==> config.mk <==
export PLATFORM = sky130hd
export DESIGN_NAME = fpc_cmd_fsm
export DESIGN_NICKNAME = d
export VERILOG_FILES = /design/src/core/fpc_pkg.sv /design/src/core/fpc_bus_sync.sv /design/src/core/fpc_cmd_fsm.sv
export VERILOG_INCLUDE_DIRS = /design/src /design/src/core
export SDC_FILE = /design/constraint.sdc
export NUM_CORES = 1
export LEC_CHECK = 0
export BUFFER_PORTS_ARGS = -buffer_cell sky130_fd_sc_hd__buf_2
export CAP_MARGIN = 30
export CORE_ASPECT_RATIO = 1.25
export CORE_MARGIN = 3
export CORE_UTILIZATION = 50
export CTS_BUF_LIST = sky130_fd_sc_hd__clkbuf_8 sky130_fd_sc_hd__clkbuf_16
export CTS_CLUSTER_DIAMETER = 100
export DETAILED_ROUTE_END_ITERATION = 8
export PLACE_DENSITY_LB_ADDON = 0.05
export SYNTH_ARGS = -nofsm -noshare
export SYNTH_HDL_FRONTEND = slang
export SYNTH_SLANG_ARGS = --single-unit
==> constraint.sdc <==
create_clock -name clk -period 7.3 [get_ports clk]
set_input_delay 1.095 -clock clk [delete_from_list [all_inputs] [get_ports clk]]
set_output_delay 1.095 -clock clk [all_outputs]
set_load 0.02 [all_outputs]
==> src/core/fpc_consts.svh <==
// command codes, bus offsets and timing constants of the program command fsm
// assumes a 16-bit data bus and 12 low address bits decoded for command cycles
`ifndef FPC_CONSTS_SVH
`define FPC_CONSTS_SVH

// -----------------------------------------------------------------------------
// command offsets
// -----------------------------------------------------------------------------
`define FPC_ADDR_UNLK1   12'h555
`define FPC_ADDR_UNLK2   12'h2aa

// -----------------------------------------------------------------------------
// command data
// -----------------------------------------------------------------------------
`define FPC_D_UNLK1      16'h00aa
`define FPC_D_UNLK2      16'h0055
`define FPC_D_RESET      16'h00f0
`define FPC_D_SR_READ    16'h0070
`define FPC_D_SR_CLEAR   16'h0071
`define FPC_D_RESUME_A   16'h0030
`define FPC_D_RESUME_B   16'h0050
`define FPC_D_SUSPEND_A  16'h00b0
`define FPC_D_SUSPEND_B  16'h0051
`define FPC_D_EXIT_ENTRY 16'h0090
`define FPC_D_EXIT       16'h0000
`define FPC_D_LOCK_PROG  16'h00a0
`define FPC_D_PWD_COUNT  16'h0003

// -----------------------------------------------------------------------------
// timing and status register bits
// -----------------------------------------------------------------------------
`define FPC_CLK_MHZ      125
`define FPC_SUSP_LAT_NS  20000
`define FPC_SR_BUSY_BIT  7
`define FPC_SR_ABORT_BIT 1

`endif

==> src/core/fpc_pkg.sv <==
// types shared by the program command fsm and its bus front end
// assumes nothing beyond the constants header
package fpc_pkg;

  typedef enum logic [3:0] {
    read_array,
    program_busy,
    program_status_read,
    abort_unlock_first,
    abort_unlock_second,
    program_suspending,
    program_suspended,
    suspended_status_read,
    lockreg_mode,
    lockreg_program_entry,
    lockreg_programming,
    lockreg_status_read,
    lockreg_exit_pending
  } fpc_state_t;

  typedef struct packed {
    logic        wr;
    logic        rd;
    logic        rd_end;
    logic [11:0] addr;
    logic [15:0] data;
  } fpc_cycle_t;

  typedef struct packed {
    logic suspend_req;
    logic resume_req;
    logic status_clear;
    logic lock_prog_start;
  } fpc_ctrl_t;

endpackage : fpc_pkg

==> src/core/fpc_bus_sync.sv <==
// front end: brings the asynchronous flash bus pins into clk and
// turns them into one-cycle write, read and read-end strobes
// assumes the host holds address and data stable around the we_n rising edge
`timescale 1ns/100ps
module fpc_bus_sync (
  // clock and reset
  input  wire logic               clk,
  input  wire logic               srst,
  // flash bus pins
  input  wire logic               ce_n,
  input  wire logic               we_n,
  input  wire logic               oe_n,
  input  wire logic [11:0]        addr,
  input  wire logic [15:0]        dq_in,
  // decoded cycles
  output fpc_pkg::fpc_cycle_t     cycle
);

  // -----------------------------------------------------------------------------
  // two-stage synchronisers
  // -----------------------------------------------------------------------------
  logic [30:0] meta;
  logic [30:0] sync;
  logic        we_q;
  logic        oe_q;

  always_ff @(posedge clk) begin
    if (srst) begin
      meta <= 31'h7;
      sync <= 31'h7;
    end else begin
      meta <= {dq_in, addr, oe_n, we_n, ce_n};
      sync <= meta;
    end
  end

  // -----------------------------------------------------------------------------
  // edge strobes, only sync stage is looked at
  // -----------------------------------------------------------------------------
  always_ff @(posedge clk) begin
    if (srst) begin
      we_q  <= 1'b1;
      oe_q  <= 1'b1;
      cycle <= '0;
    end else begin
      we_q         <= sync[1];
      oe_q         <= sync[2];
      cycle.wr     <= sync[1] & ~we_q & ~sync[0];
      cycle.rd     <= ~sync[2] & oe_q & ~sync[0];
      cycle.rd_end <= sync[2] & ~oe_q;
      cycle.addr   <= sync[14:3];
      cycle.data   <= sync[30:15];
    end
  end

endmodule : fpc_bus_sync

==> src/core/fpc_cmd_fsm.sv <==
// program-related command state machine of a parallel nor flash
// assumes program, lock-register and status blocks elsewhere give the entry pulses,
// the done pulses and the status register value on clk
//
// Notes on behaviour
// - an embedded program finishing in program busy returns the machine to array read without any command.
// - in the first abort-unlock state 55h at 2AAh goes on, any other write goes back to program busy, reads stay.
// - in the second abort-unlock state F0h at 555h returns to array read, any other address or data goes to program busy.
// - a suspend request passes through a suspending state and settles into suspended within the suspend latency.
// - while suspended 70h at 555h gives one status read, 71h at 555h clears status, 30h or 50h resume programming.
// - in lock-register mode F0h reads array, A0h then any write starts a lock program, 90h enters exit where 0000h or 0003h reads array.
`timescale 1ns/100ps
`include "fpc_consts.svh"
module fpc_cmd_fsm #(
  parameter int SUSP_LAT_NS = `FPC_SUSP_LAT_NS
) (
  // clock and reset
  input  wire logic               clk,
  input  wire logic               srst,
  // flash bus pins
  input  wire logic               ce_n,
  input  wire logic               we_n,
  input  wire logic               oe_n,
  input  wire logic [11:0]        addr,
  input  wire logic [15:0]        dq_in,
  output logic      [15:0]        dq_out,
  output logic                    dq_oe,
  // neighbouring blocks
  input  wire logic               prog_start,
  input  wire logic               prog_done,
  input  wire logic               lockreg_enter,
  input  wire logic               lock_prog_done,
  input  wire logic [7:0]         status,
  // state and requests
  output fpc_pkg::fpc_state_t     state,
  output fpc_pkg::fpc_ctrl_t      ctrl
);

  localparam int LAT_RAW = (SUSP_LAT_NS * `FPC_CLK_MHZ) / 1000;
  localparam int LAT_CYC = (LAT_RAW < 1) ? 1 : LAT_RAW;

  fpc_pkg::fpc_cycle_t cyc;
  fpc_pkg::fpc_state_t ret_state;
  fpc_pkg::fpc_state_t next_state;
  fpc_pkg::fpc_ctrl_t  next_ctrl;
  logic [31:0]         lat_cnt;
  logic                at555;
  logic                at2aa;
  logic                busy;
  logic                abort_flag;

  fpc_bus_sync u_sync (
    .clk   (clk),
    .srst  (srst),
    .ce_n  (ce_n),
    .we_n  (we_n),
    .oe_n  (oe_n),
    .addr  (addr),
    .dq_in (dq_in),
    .cycle (cyc)
  );

  assign at555      = cyc.addr == `FPC_ADDR_UNLK1;
  assign at2aa      = cyc.addr == `FPC_ADDR_UNLK2;
  assign busy       = ~status[`FPC_SR_BUSY_BIT];
  assign abort_flag = status[`FPC_SR_ABORT_BIT];

  // -----------------------------------------------------------------------------
  // next state
  // -----------------------------------------------------------------------------
  always_comb begin
    next_state = state;
    next_ctrl  = '0;
    unique case (state)
      fpc_pkg::read_array: begin
        if (prog_start) begin
          next_state = fpc_pkg::program_busy;
        end else if (lockreg_enter) begin
          next_state = fpc_pkg::lockreg_mode;
        end
      end
      fpc_pkg::program_busy: begin
        if (prog_done) begin
          next_state = fpc_pkg::read_array;
        end else if (cyc.wr) begin
          if (at555 && cyc.data == `FPC_D_SR_READ) begin
            next_state = fpc_pkg::program_status_read;
          end else if (busy && (cyc.data == `FPC_D_SUSPEND_A || cyc.data == `FPC_D_SUSPEND_B)) begin
            next_state            = fpc_pkg::program_suspending;
            next_ctrl.suspend_req = 1'b1;
          end else if (!busy && abort_flag && at555 && cyc.data == `FPC_D_UNLK1) begin
            next_state = fpc_pkg::abort_unlock_first;
          end else if (!busy && abort_flag && cyc.data == `FPC_D_RESET) begin
            next_state = fpc_pkg::read_array;
          end else if (!busy && abort_flag && at555 && cyc.data == `FPC_D_SR_CLEAR) begin
            next_state             = fpc_pkg::read_array;
            next_ctrl.status_clear = 1'b1;
          end
        end
      end
      fpc_pkg::abort_unlock_first: begin
        if (cyc.wr) begin
          next_state = (at2aa && cyc.data == `FPC_D_UNLK2) ? fpc_pkg::abort_unlock_second
                                                           : fpc_pkg::program_busy;
        end
      end
      fpc_pkg::abort_unlock_second: begin
        if (cyc.wr) begin
          next_state = (at555 && cyc.data == `FPC_D_RESET) ? fpc_pkg::read_array
                                                           : fpc_pkg::program_busy;
        end
      end
      fpc_pkg::program_suspending: begin
        if (cyc.wr && at555 && cyc.data == `FPC_D_SR_READ) begin
          next_state = fpc_pkg::program_status_read;
        end else if (lat_cnt >= 32'(LAT_CYC - 1)) begin
          next_state = fpc_pkg::program_suspended;
        end
      end
      fpc_pkg::program_suspended: begin
        if (cyc.wr) begin
          if (at555 && cyc.data == `FPC_D_SR_READ) begin
            next_state = fpc_pkg::suspended_status_read;
          end else if (at555 && cyc.data == `FPC_D_SR_CLEAR) begin
            next_ctrl.status_clear = 1'b1;
          end else if (cyc.data == `FPC_D_RESUME_A || cyc.data == `FPC_D_RESUME_B) begin
            next_state           = fpc_pkg::program_busy;
            next_ctrl.resume_req = 1'b1;
          end
        end
      end
      fpc_pkg::lockreg_mode: begin
        if (cyc.wr) begin
          if (cyc.data == `FPC_D_RESET) begin
            next_state = fpc_pkg::read_array;
          end else if (at555 && cyc.data == `FPC_D_SR_READ) begin
            next_state = fpc_pkg::lockreg_status_read;
          end else if (at555 && cyc.data == `FPC_D_SR_CLEAR) begin
            next_ctrl.status_clear = 1'b1;
          end else if (cyc.data == `FPC_D_EXIT_ENTRY) begin
            next_state = fpc_pkg::lockreg_exit_pending;
          end else if (cyc.data == `FPC_D_LOCK_PROG) begin
            next_state = fpc_pkg::lockreg_program_entry;
          end
        end
      end
      fpc_pkg::lockreg_program_entry: begin
        if (cyc.wr) begin
          next_state                = fpc_pkg::lockreg_programming;
          next_ctrl.lock_prog_start = 1'b1;
        end
      end
      fpc_pkg::lockreg_programming: begin
        if (lock_prog_done) begin
          next_state = fpc_pkg::lockreg_mode;
        end else if (cyc.wr && at555 && cyc.data == `FPC_D_SR_READ) begin
          next_state = fpc_pkg::lockreg_status_read;
        end
      end
      fpc_pkg::lockreg_exit_pending: begin
        if (cyc.wr && (cyc.data == `FPC_D_EXIT || cyc.data == `FPC_D_PWD_COUNT)) begin
          next_state = fpc_pkg::read_array;
        end
      end
      fpc_pkg::program_status_read, fpc_pkg::suspended_status_read, fpc_pkg::lockreg_status_read: begin
        if (cyc.rd) begin
          next_state = ret_state;
        end
      end
      default: begin
        next_state = fpc_pkg::read_array;
      end
    endcase
  end

  // -----------------------------------------------------------------------------
  // state, return state and request pulses
  // -----------------------------------------------------------------------------
  always_ff @(posedge clk) begin
    if (srst) begin
      state <= fpc_pkg::read_array;
      ctrl  <= '0;
    end else begin
      state <= next_state;
      ctrl  <= next_ctrl;
    end
  end

  // remembered on entry so the single status read hands back the old state
  always_ff @(posedge clk) begin
    if (srst) begin
      ret_state <= fpc_pkg::read_array;
    end else if (next_state != state && next_state inside {fpc_pkg::program_status_read,
                 fpc_pkg::suspended_status_read, fpc_pkg::lockreg_status_read}) begin
      ret_state <= state;
    end
  end

  // -----------------------------------------------------------------------------
  // suspend latency counter
  // -----------------------------------------------------------------------------
  always_ff @(posedge clk) begin
    if (srst || state != fpc_pkg::program_suspending) begin
      lat_cnt <= '0;
    end else begin
      lat_cnt <= lat_cnt + 32'h1;
    end
  end

  // -----------------------------------------------------------------------------
  // status read drive: held for the read cycle only, other reads belong to the array path
  // -----------------------------------------------------------------------------
  always_ff @(posedge clk) begin
    if (srst) begin
      dq_out <= '0;
      dq_oe  <= 1'b0;
    end else if (cyc.rd && state inside {fpc_pkg::program_status_read, fpc_pkg::suspended_status_read,
                                         fpc_pkg::lockreg_status_read}) begin
      dq_out <= {8'h00, status};
      dq_oe  <= 1'b1;
    end else if (cyc.rd_end) begin
      dq_oe  <= 1'b0;
    end
  end

  // -----------------------------------------------------------------------------
  // checks
  // -----------------------------------------------------------------------------
  a_prog_done_read: assert property (@(posedge clk) disable iff (srst)
    (state == fpc_pkg::program_busy && prog_done) |=> state == fpc_pkg::read_array)
    else $error("program done did not return to array read");

  a_unlock1_next: assert property (@(posedge clk) disable iff (srst)
    (state == fpc_pkg::abort_unlock_first && cyc.wr) |=>
      (state == ($past(at2aa && cyc.data == `FPC_D_UNLK2) ? fpc_pkg::abort_unlock_second
                                                           : fpc_pkg::program_busy)))
    else $error("first abort unlock went to the wrong state");

  a_unlock1_read: assert property (@(posedge clk) disable iff (srst)
    (state == fpc_pkg::abort_unlock_first && !cyc.wr) |=> state == fpc_pkg::abort_unlock_first)
    else $error("first abort unlock left without a write");

  a_unlock2_next: assert property (@(posedge clk) disable iff (srst)
    (state == fpc_pkg::abort_unlock_second && cyc.wr) |=>
      (state == ($past(at555 && cyc.data == `FPC_D_RESET) ? fpc_pkg::read_array
                                                          : fpc_pkg::program_busy)))
    else $error("second abort unlock went to the wrong state");

  a_suspend_settle: assert property (@(posedge clk) disable iff (srst)
    (state == fpc_pkg::program_suspending) |-> lat_cnt < 32'(LAT_CYC))
    else $error("suspend latency overrun");

  a_resume_prog: assert property (@(posedge clk) disable iff (srst)
    (state == fpc_pkg::program_suspended && cyc.wr &&
     (cyc.data == `FPC_D_RESUME_A || cyc.data == `FPC_D_RESUME_B) && !at555)
      |=> state == fpc_pkg::program_busy && ctrl.resume_req)
    else $error("resume did not restart programming");

  a_clear_pulse: assert property (@(posedge clk) disable iff (srst)
    (state == fpc_pkg::program_suspended && cyc.wr && at555 && cyc.data == `FPC_D_SR_CLEAR)
      |=> ctrl.status_clear && state == fpc_pkg::program_suspended)
    else $error("status clear missing while suspended");

  a_lock_exit: assert property (@(posedge clk) disable iff (srst)
    (state == fpc_pkg::lockreg_exit_pending && cyc.wr &&
     (cyc.data == `FPC_D_EXIT || cyc.data == `FPC_D_PWD_COUNT)) |=> state == fpc_pkg::read_array)
    else $error("lock register exit failed");

  a_sr_one_read: assert property (@(posedge clk) disable iff (srst)
    (state inside {fpc_pkg::program_status_read, fpc_pkg::suspended_status_read,
                   fpc_pkg::lockreg_status_read} && cyc.rd)
      |=> state == $past(ret_state) ##0 dq_oe)
    else $error("status read did not return after one read");

  c_abort_seq: cover property (@(posedge clk) disable iff (srst)
    state == fpc_pkg::abort_unlock_second ##1 state == fpc_pkg::read_array);
  c_suspend:   cover property (@(posedge clk) disable iff (srst)
    state == fpc_pkg::program_suspending ##1 state == fpc_pkg::program_suspended);
  c_lock_prog: cover property (@(posedge clk) disable iff (srst)
    state == fpc_pkg::lockreg_program_entry ##1 state == fpc_pkg::lockreg_programming);
  c_status:    cover property (@(posedge clk) disable iff (srst)
    state == fpc_pkg::suspended_status_read ##1 state == fpc_pkg::program_suspended);

endmodule : fpc_cmd_fsm

; Word level (Yosys, flattened, before mapping)
; Cells that the tools add are included.
[classes]
n_addsub = 1
order_cmp = 1
n_eq_ne = 31
mux = 50
bitwise_logic = 14
n_reduce_logical = 28
[op_table]
columns = operator, n
row1 = 4-bit 2-to-1 mux, 28
row2 = 16-bit by 7-bit equality test with 1-bit output (second input constant), 5
row3 = 16-bit by 8-bit equality test with 1-bit output (second input constant), 5
row4 = 4-bit one-hot mux with 11 select lines, 1
row5 = 32-bit by 1-bit adder with 32-bit output (second input constant), 1
row6 = 32-bit by 12-bit greater-or-equal comparator with 1-bit output (second input constant), 1
row7 = 4-bit equality test (second input constant), 6
row8 = 4-bit by 3-bit equality test with 1-bit output (second input constant), 5
row9 = 1-bit 2-to-1 mux, 19
row10 = 16-bit by 2-bit equality test with 1-bit output (second input constant), 1
row11 = 16-bit by 6-bit equality test with 1-bit output (second input constant), 1
row12 = 16-bit logical NOT, 1
row13 = 1-bit logical AND, 15
row14 = 12-bit by 10-bit equality test with 1-bit output (second input constant), 1
row15 = 12-bit by 11-bit equality test with 1-bit output (second input constant), 1
row16 = 4-bit by 2-bit equality test with 1-bit output (second input constant), 3
row17 = 5-bit OR reduction, 2
row18 = 1-bit NOT, 9
row19 = 3-bit nonzero test, 2
row20 = 1-bit AND, 5
row21 = 4-bit by 1-bit equality test with 1-bit output (second input constant), 1
row22 = 4-bit logical NOT, 1
row23 = 1-bit logical OR, 4
row24 = 4-bit by 3-bit != test with 1-bit output (second input constant), 1
row25 = 6 further kinds, 6
[word_totals]
reg_bits = 148
inputBits = 45
out_inout_bits = 25
wordCells = 143

; Longest topological paths before layout
[depth]
word_depth = 14
mapped_depth = 11
mapped_depth_nobuf = 10

; Cells and area by module
; From an unflattened synthesis, not the netlist that was laid out.
[unflattened]
hier_cells = 614
hier_area_um2 = 6030.8
[by_module_without_submodules]
columns = mod, instances, cells_per_inst, area_per_inst_um2, seq_area_each_um2
row1 = fpc_cmd_fsm, 1, 414, 3467.1, 1061.0
row2 = fpc_bus_sync, 1, 200, 2563.7, 1901.8

; Least setup slack after synthesis
; OpenSTA, ideal clock, no wires.
[synth_path]
kind = register to register
from = register u_sync.cycle[13] in the netlist's numbering
to = register ret_state[0]
setup_time_ns = 0.072
arrival_time_ns = 2.868
required_ns = 7.228
slack_ns = 4.361
stages_incl_launch_ff = 11
n_path_buf = 1
period_less_slack_ns = 2.939
path_cell_list = dfxtp_1 -> or4_4 -> buf_6 -> or2_4 -> o31ai_2 -> nand4_1 -> or4_4 -> nor3_4 -> mux2i_1 -> o211a_4 -> mux2i_1
[synth_via]
elab_chain_cells = 13
elab_cells_between_ends = 58
cone_classes = eq/ne: 16 / mux: 26 / reduce/logical: 16
[synth_lines]
columns = item, line_no
row1 = from (decl), fpc_bus_sync.sv:16  ; output fpc_pkg::fpc_cycle_t cycle
row2 = 16-bit by 7-bit equality test with 1-bit output (no source line), -
row3 = 1-bit logical AND (no source line), -
row4 = 4-bit 2-to-1 mux, fpc_cmd_fsm.sv:95  ; end else if (!busy && abort_flag && at555 && cyc.data == `FPC_D_SR_CLEAR) begin
row5 = 4-bit 2-to-1 mux, fpc_cmd_fsm.sv:93  ; end else if (!busy && abort_flag && cyc.data == `FPC_D_RESET) begin
row6 = 4-bit 2-to-1 mux, fpc_cmd_fsm.sv:91  ; end else if (!busy && abort_flag && at555 && cyc.data == `FPC_D_UNLK1) begin
row7 = 4-bit 2-to-1 mux, fpc_cmd_fsm.sv:88  ; end else if (busy && (cyc.data == `FPC_D_SUSPEND_A || cyc.data == `FPC_D_SUSPEND_B)) begin
row8 = 4-bit 2-to-1 mux, fpc_cmd_fsm.sv:86  ; if (at555 && cyc.data == `FPC_D_SR_READ) begin
row9 = 4-bit 2-to-1 mux, fpc_cmd_fsm.sv:85  ; end else if (cyc.wr) begin
row10 = 4-bit 2-to-1 mux, fpc_cmd_fsm.sv:83  ; if (prog_done) begin
row11 = 4-bit one-hot mux with 11 select lines *, fpc_cmd_fsm.sv:74  ; unique case (state)
row12 = 4-bit by 2-bit equality test with 1-bit output (tied with other cells), fpc_cmd_fsm.sv:193  ; end else if (next_state != state && next_state inside {fpc_pkg::program_status_read,
row13 = 3-bit nonzero test, fpc_cmd_fsm.sv:193
row14 = 1-bit logical AND *, fpc_cmd_fsm.sv:193
row15 = to (signal assigned), fpc_cmd_fsm.sv:192  ; ret_state <= fpc_pkg::read_array;
row16 = to (signal assigned), fpc_cmd_fsm.sv:195  ; ret_state <= state;
row17 = to (decl), fpc_cmd_fsm.sv:43  ; fpc_pkg::fpc_state_t ret_state;
; Mark *: on every way between the ends. The rest lies on a longest branch, timed or not.
; A chain may end at the register's enable or synchronous reset.

; Worst setup path after layout
[layout_path]
from = register u_sync.cycle[9] in the netlist's numbering
to = register ret_state[3]
; The elaborated chain is that of the path after synthesis.

==> flow_summary.ini <==
[power]
power_w = 0.00180
p_sw_w = 0.000391
peakVddDrop_v = 0.000192
pwr-share-clk_pct = 48.6
combinationalPowerShare_pct = 4.6
pwr-share-seq_pct = 46.8
p_per_area_mw_per_mm2 = 271
intPower_w = 0.00141
switching_share_pct = 21.7
p_leak_nw = 2.50

[grt]
grt_pass1_wl_um = 17400
grt_usage_pct = 16.9
grt_max_degree = 91
antenna_found_initial = 0
grt_pass1_vias = 3907
grt-ovfl-total = 0

[worst_setup_path]
critPathMaxFanout = 6
cp_cell_sequence = or4_1 > nor4_1 > a21oi_1 > or4_4 > nor3_4 > mux2i_1 > o211a_4 > mux2i_1
crit_slowest_cell = nor4_1
critPathTopFamily = simple AND/OR/NAND/NOR gates
r2r-end = ret_state[3]
arrival_ns = 3.69
timing.rr.start = u_sync.cycle[9]
crit_cells = 8
cp_common_cell = mux2i_1
end_kind = flip-flop
rrSetupSlack_ns = 3.95
crit_buf_inv = 0
cpPeakStageDelay_ns = 0.68
ff2ff_path_depth = 8
cp.required_ns = 7.64
start_kind = flip-flop
crit_type = flip-flop to flip-flop

[cells_and_area]
multiInputGateArea_mm2 = 0.00253
regArea_mm2 = 0.00296
fill_cells = 928
area_delta_synth_final_pct = 16.9
final_area_mm2 = 0.00664
layout-drive-gt1-share_pct = 17.2
diodes = 0
final_nets = 691

[clock_network]
cts_tree = yes
htree_levels = 4
worstSkewPairLatency_ns = 0.41
cts_buffers = 17
cts_buffer_depth = 2
cts_resized = 0
clk_pin_slew_ns = 0.06
postCtsHoldBufs = 0
postCtsSetupRepairBufs = 0
cts.sinks = 148
cts-root-buf = clkbuf_16

[yosys]
synth-simple-area-share_pct = 30.9
synth-edff-count = 0
synth_top_family_by_area = simple AND/OR/NAND/NOR gates
synthArstFlopShare_pct = 0
synth_area_mm2 = 0.00568
yosysSeqAreaShare_pct = 52.1
synth_xor_area_share_pct = 4.31
ys_ff_latch = 148
synthFlopType = dfxtp_1
yosysWarnings = 0
synthCells = 595
synth.area.mux_share_pct = 2.29
synth-adder-area-share_pct = 0.220
ys_types = 56
syn_area_per_cell_um2 = 9.55
synth_compound_area_share_pct = 6.19

[timing]
fin_crit_ns = 3.35
finalSetupViolCount = 0
max_freq_mhz = 299
tightest_slew_ns = 1.02
finalHoldViolCount = 0
setup_tns_ns = 0
rsz0062_at_grt = false
period_share_pct = 45.9
slew_headroom_pct = 31.5
maxSlewViolCount = 0
finalClockSkew_ns = 0.00742

[min_path]
hp-start = u_sync.oe_q
hold_depth = 1
hold_path.class = flip-flop to flip-flop
worstHoldEndpoint = u_sync.cycle[28]

[floorplan]
row_count = 42
die_w_um = 101
dieHeight_um = 125
core_area_mm2 = 0.0108
start_util_pct = 52.5
die_area_mm2 = 0.0127
ioPinCount = 70

[placement]
placed_area_mm2 = 0.00604
gp_congestion = 0.882
port_buffers = 61
hpwl_um = 7180

[drt]
vias = 4114
drtPass1Iterations = 5
routed_wl_um = 10300
drt-initial-drc-count = 140
viasPerCell = 5.21
wl_per_cell_um = 13.0
ant_nets = 0
drc = 0

[run_status]
status = finished, final reports clean

[run]
maxCapViolCount = 0
[stage by stage]
step	hold slack (ns)	utilization, %	std cells	setup WS [ns]
finish	0.409	61.4	790	3.95
global route	0.432	61.4	790	3.76
CTS	0.411	61.4	790	3.99
detailed placement	0.399	55.8	758	4.03
global placement	0.397	55.5	757	4.14
floorplan	0.374	-	602	4.36
[how the worst max path moves through the flow]
stage / from / endpoint / slack (ns)
3_5_place_dp: u_sync.cycle[9] / ret_state[3] / 4.03
4_1_cts: u_sync.cycle[9] / ret_state[1] / 3.99
6_report: u_sync.cycle[9] / ret_state[3] / 3.95
5_1_grt: u_sync.cycle[9] / ret_state[1] / 3.76
2_1_floorplan: u_sync.cycle[13] / ret_state[0] / 4.36
3_3_place_gp: u_sync.cycle[9] / ret_state[2] / 4.14
[synthesized netlist by cell type, drive strengths merged, types with 8 or more instances]
library cell | number | share of area (%)
inv | 8 | 0.53
nor2b | 91 | 10
nor4 | 10 | 1.1
clkbuf | 27 | 1.8
dfxtp | 148 | 52
o21ai | 15 | 1.3
and3 | 11 | 1.2
nand3 | 17 | 1.5
xor2 | 15 | 2.3
nor3 | 9 | 0.99
a21oi | 15 | 1.3
nand4 | 13 | 1.4
mux2i | 13 | 2.3
xnor2 | 13 | 2.0
or2 | 10 | 1.1
nand2 | 28 | 1.8
buf | 13 | 1.6
nor2 | 63 | 4.2
nand2b | 17 | 1.9
[power by group through the flow]
stage          Clock (W)  Sequential, W  Combinational, W
3_5_place_dp           0       0.000860         0.0000819
4_1_cts         0.000895       0.000843         0.0000826
5_1_grt         0.000930       0.000845         0.0000911
3_3_place_gp           0       0.000859         0.0000805
2_1_floorplan          0       0.000854         0.0000683
6_report        0.000875       0.000842         0.0000822
[cell type report]
class                   count  share of cell area, %
multi-input cells         406                   38.0
flip-flops and latches    148                   44.6
clock inverters            15                   2.73
well taps                 132                   2.49
clock buffers              17                   6.40
inverters                   8                  0.452
repair buffers             64                   5.27
[layer usage]
layer	GRT usage (%)	share of wire (%)	wire, um	vias up
met2	27.7	49	5060	112
li1	-	-	-	2101
met3	4.40	5.2	532	21
met4	8.76	2.3	235	0
met5	0	0	0	-
met1	20.0	43	4470	1880
[worst register-to-register path, stage by stage, from the launching register on]
cell     delay (ns)
dfxtp_1        0.29
or4_1          0.67
nor4_1         0.68
a21oi_1        0.16
or4_4          0.53
nor3_4         0.26
mux2i_1        0.28
o211a_4        0.23
mux2i_1        0.18
[flip-flops by register name (all words and copies together) (netlist names)]
name          flops
u_sync.meta      31
ret_state         4
ctrl              4
lat_cnt          32
u_sync.we_q       1
state             4
u_sync.cycle     31
u_sync.oe_q       1
dq_out            8
u_sync.sync      31
dq_oe             1
[cells in the final DEF (no fill, tap or decap), types with 3 or more instances in the layout]
master / instances
nor2_1: 63
clkbuf_16: 17
nor4bb_1: 6
nor4_1: 10
and4_1: 3
xnor2_1: 13
nand2b_1: 17
dfxtp_1: 148
or3_1: 7
nor4b_1: 4
buf_2: 60
conb_1: 8
nor3b_1: 4
o211ai_1: 5
mux2i_1: 13
nand4b_1: 3
nand4_1: 13
and3_1: 11
bufinv_16: 3
a21oi_1: 15
xor2_1: 15
nor3_1: 8
buf_4: 3
or2_2: 9
o21ai_0: 14
clkinv_2: 3
clkinv_4: 3
inv_1: 9
nand2_1: 28
nand3_1: 17
nor2b_1: 91
[kinds of logic (layout without fill, tap and decap cells)]
family	after synthesis	count (layout)
buf+inv	48	104
mux	13	13
flops	148	148
simple gates	305	305
compound gates	51	51
xor+xnor	28	28
other cells	1	8
fa+ha+maj	1	1
No activity file was read; power rests on OpenSTA's default activity.
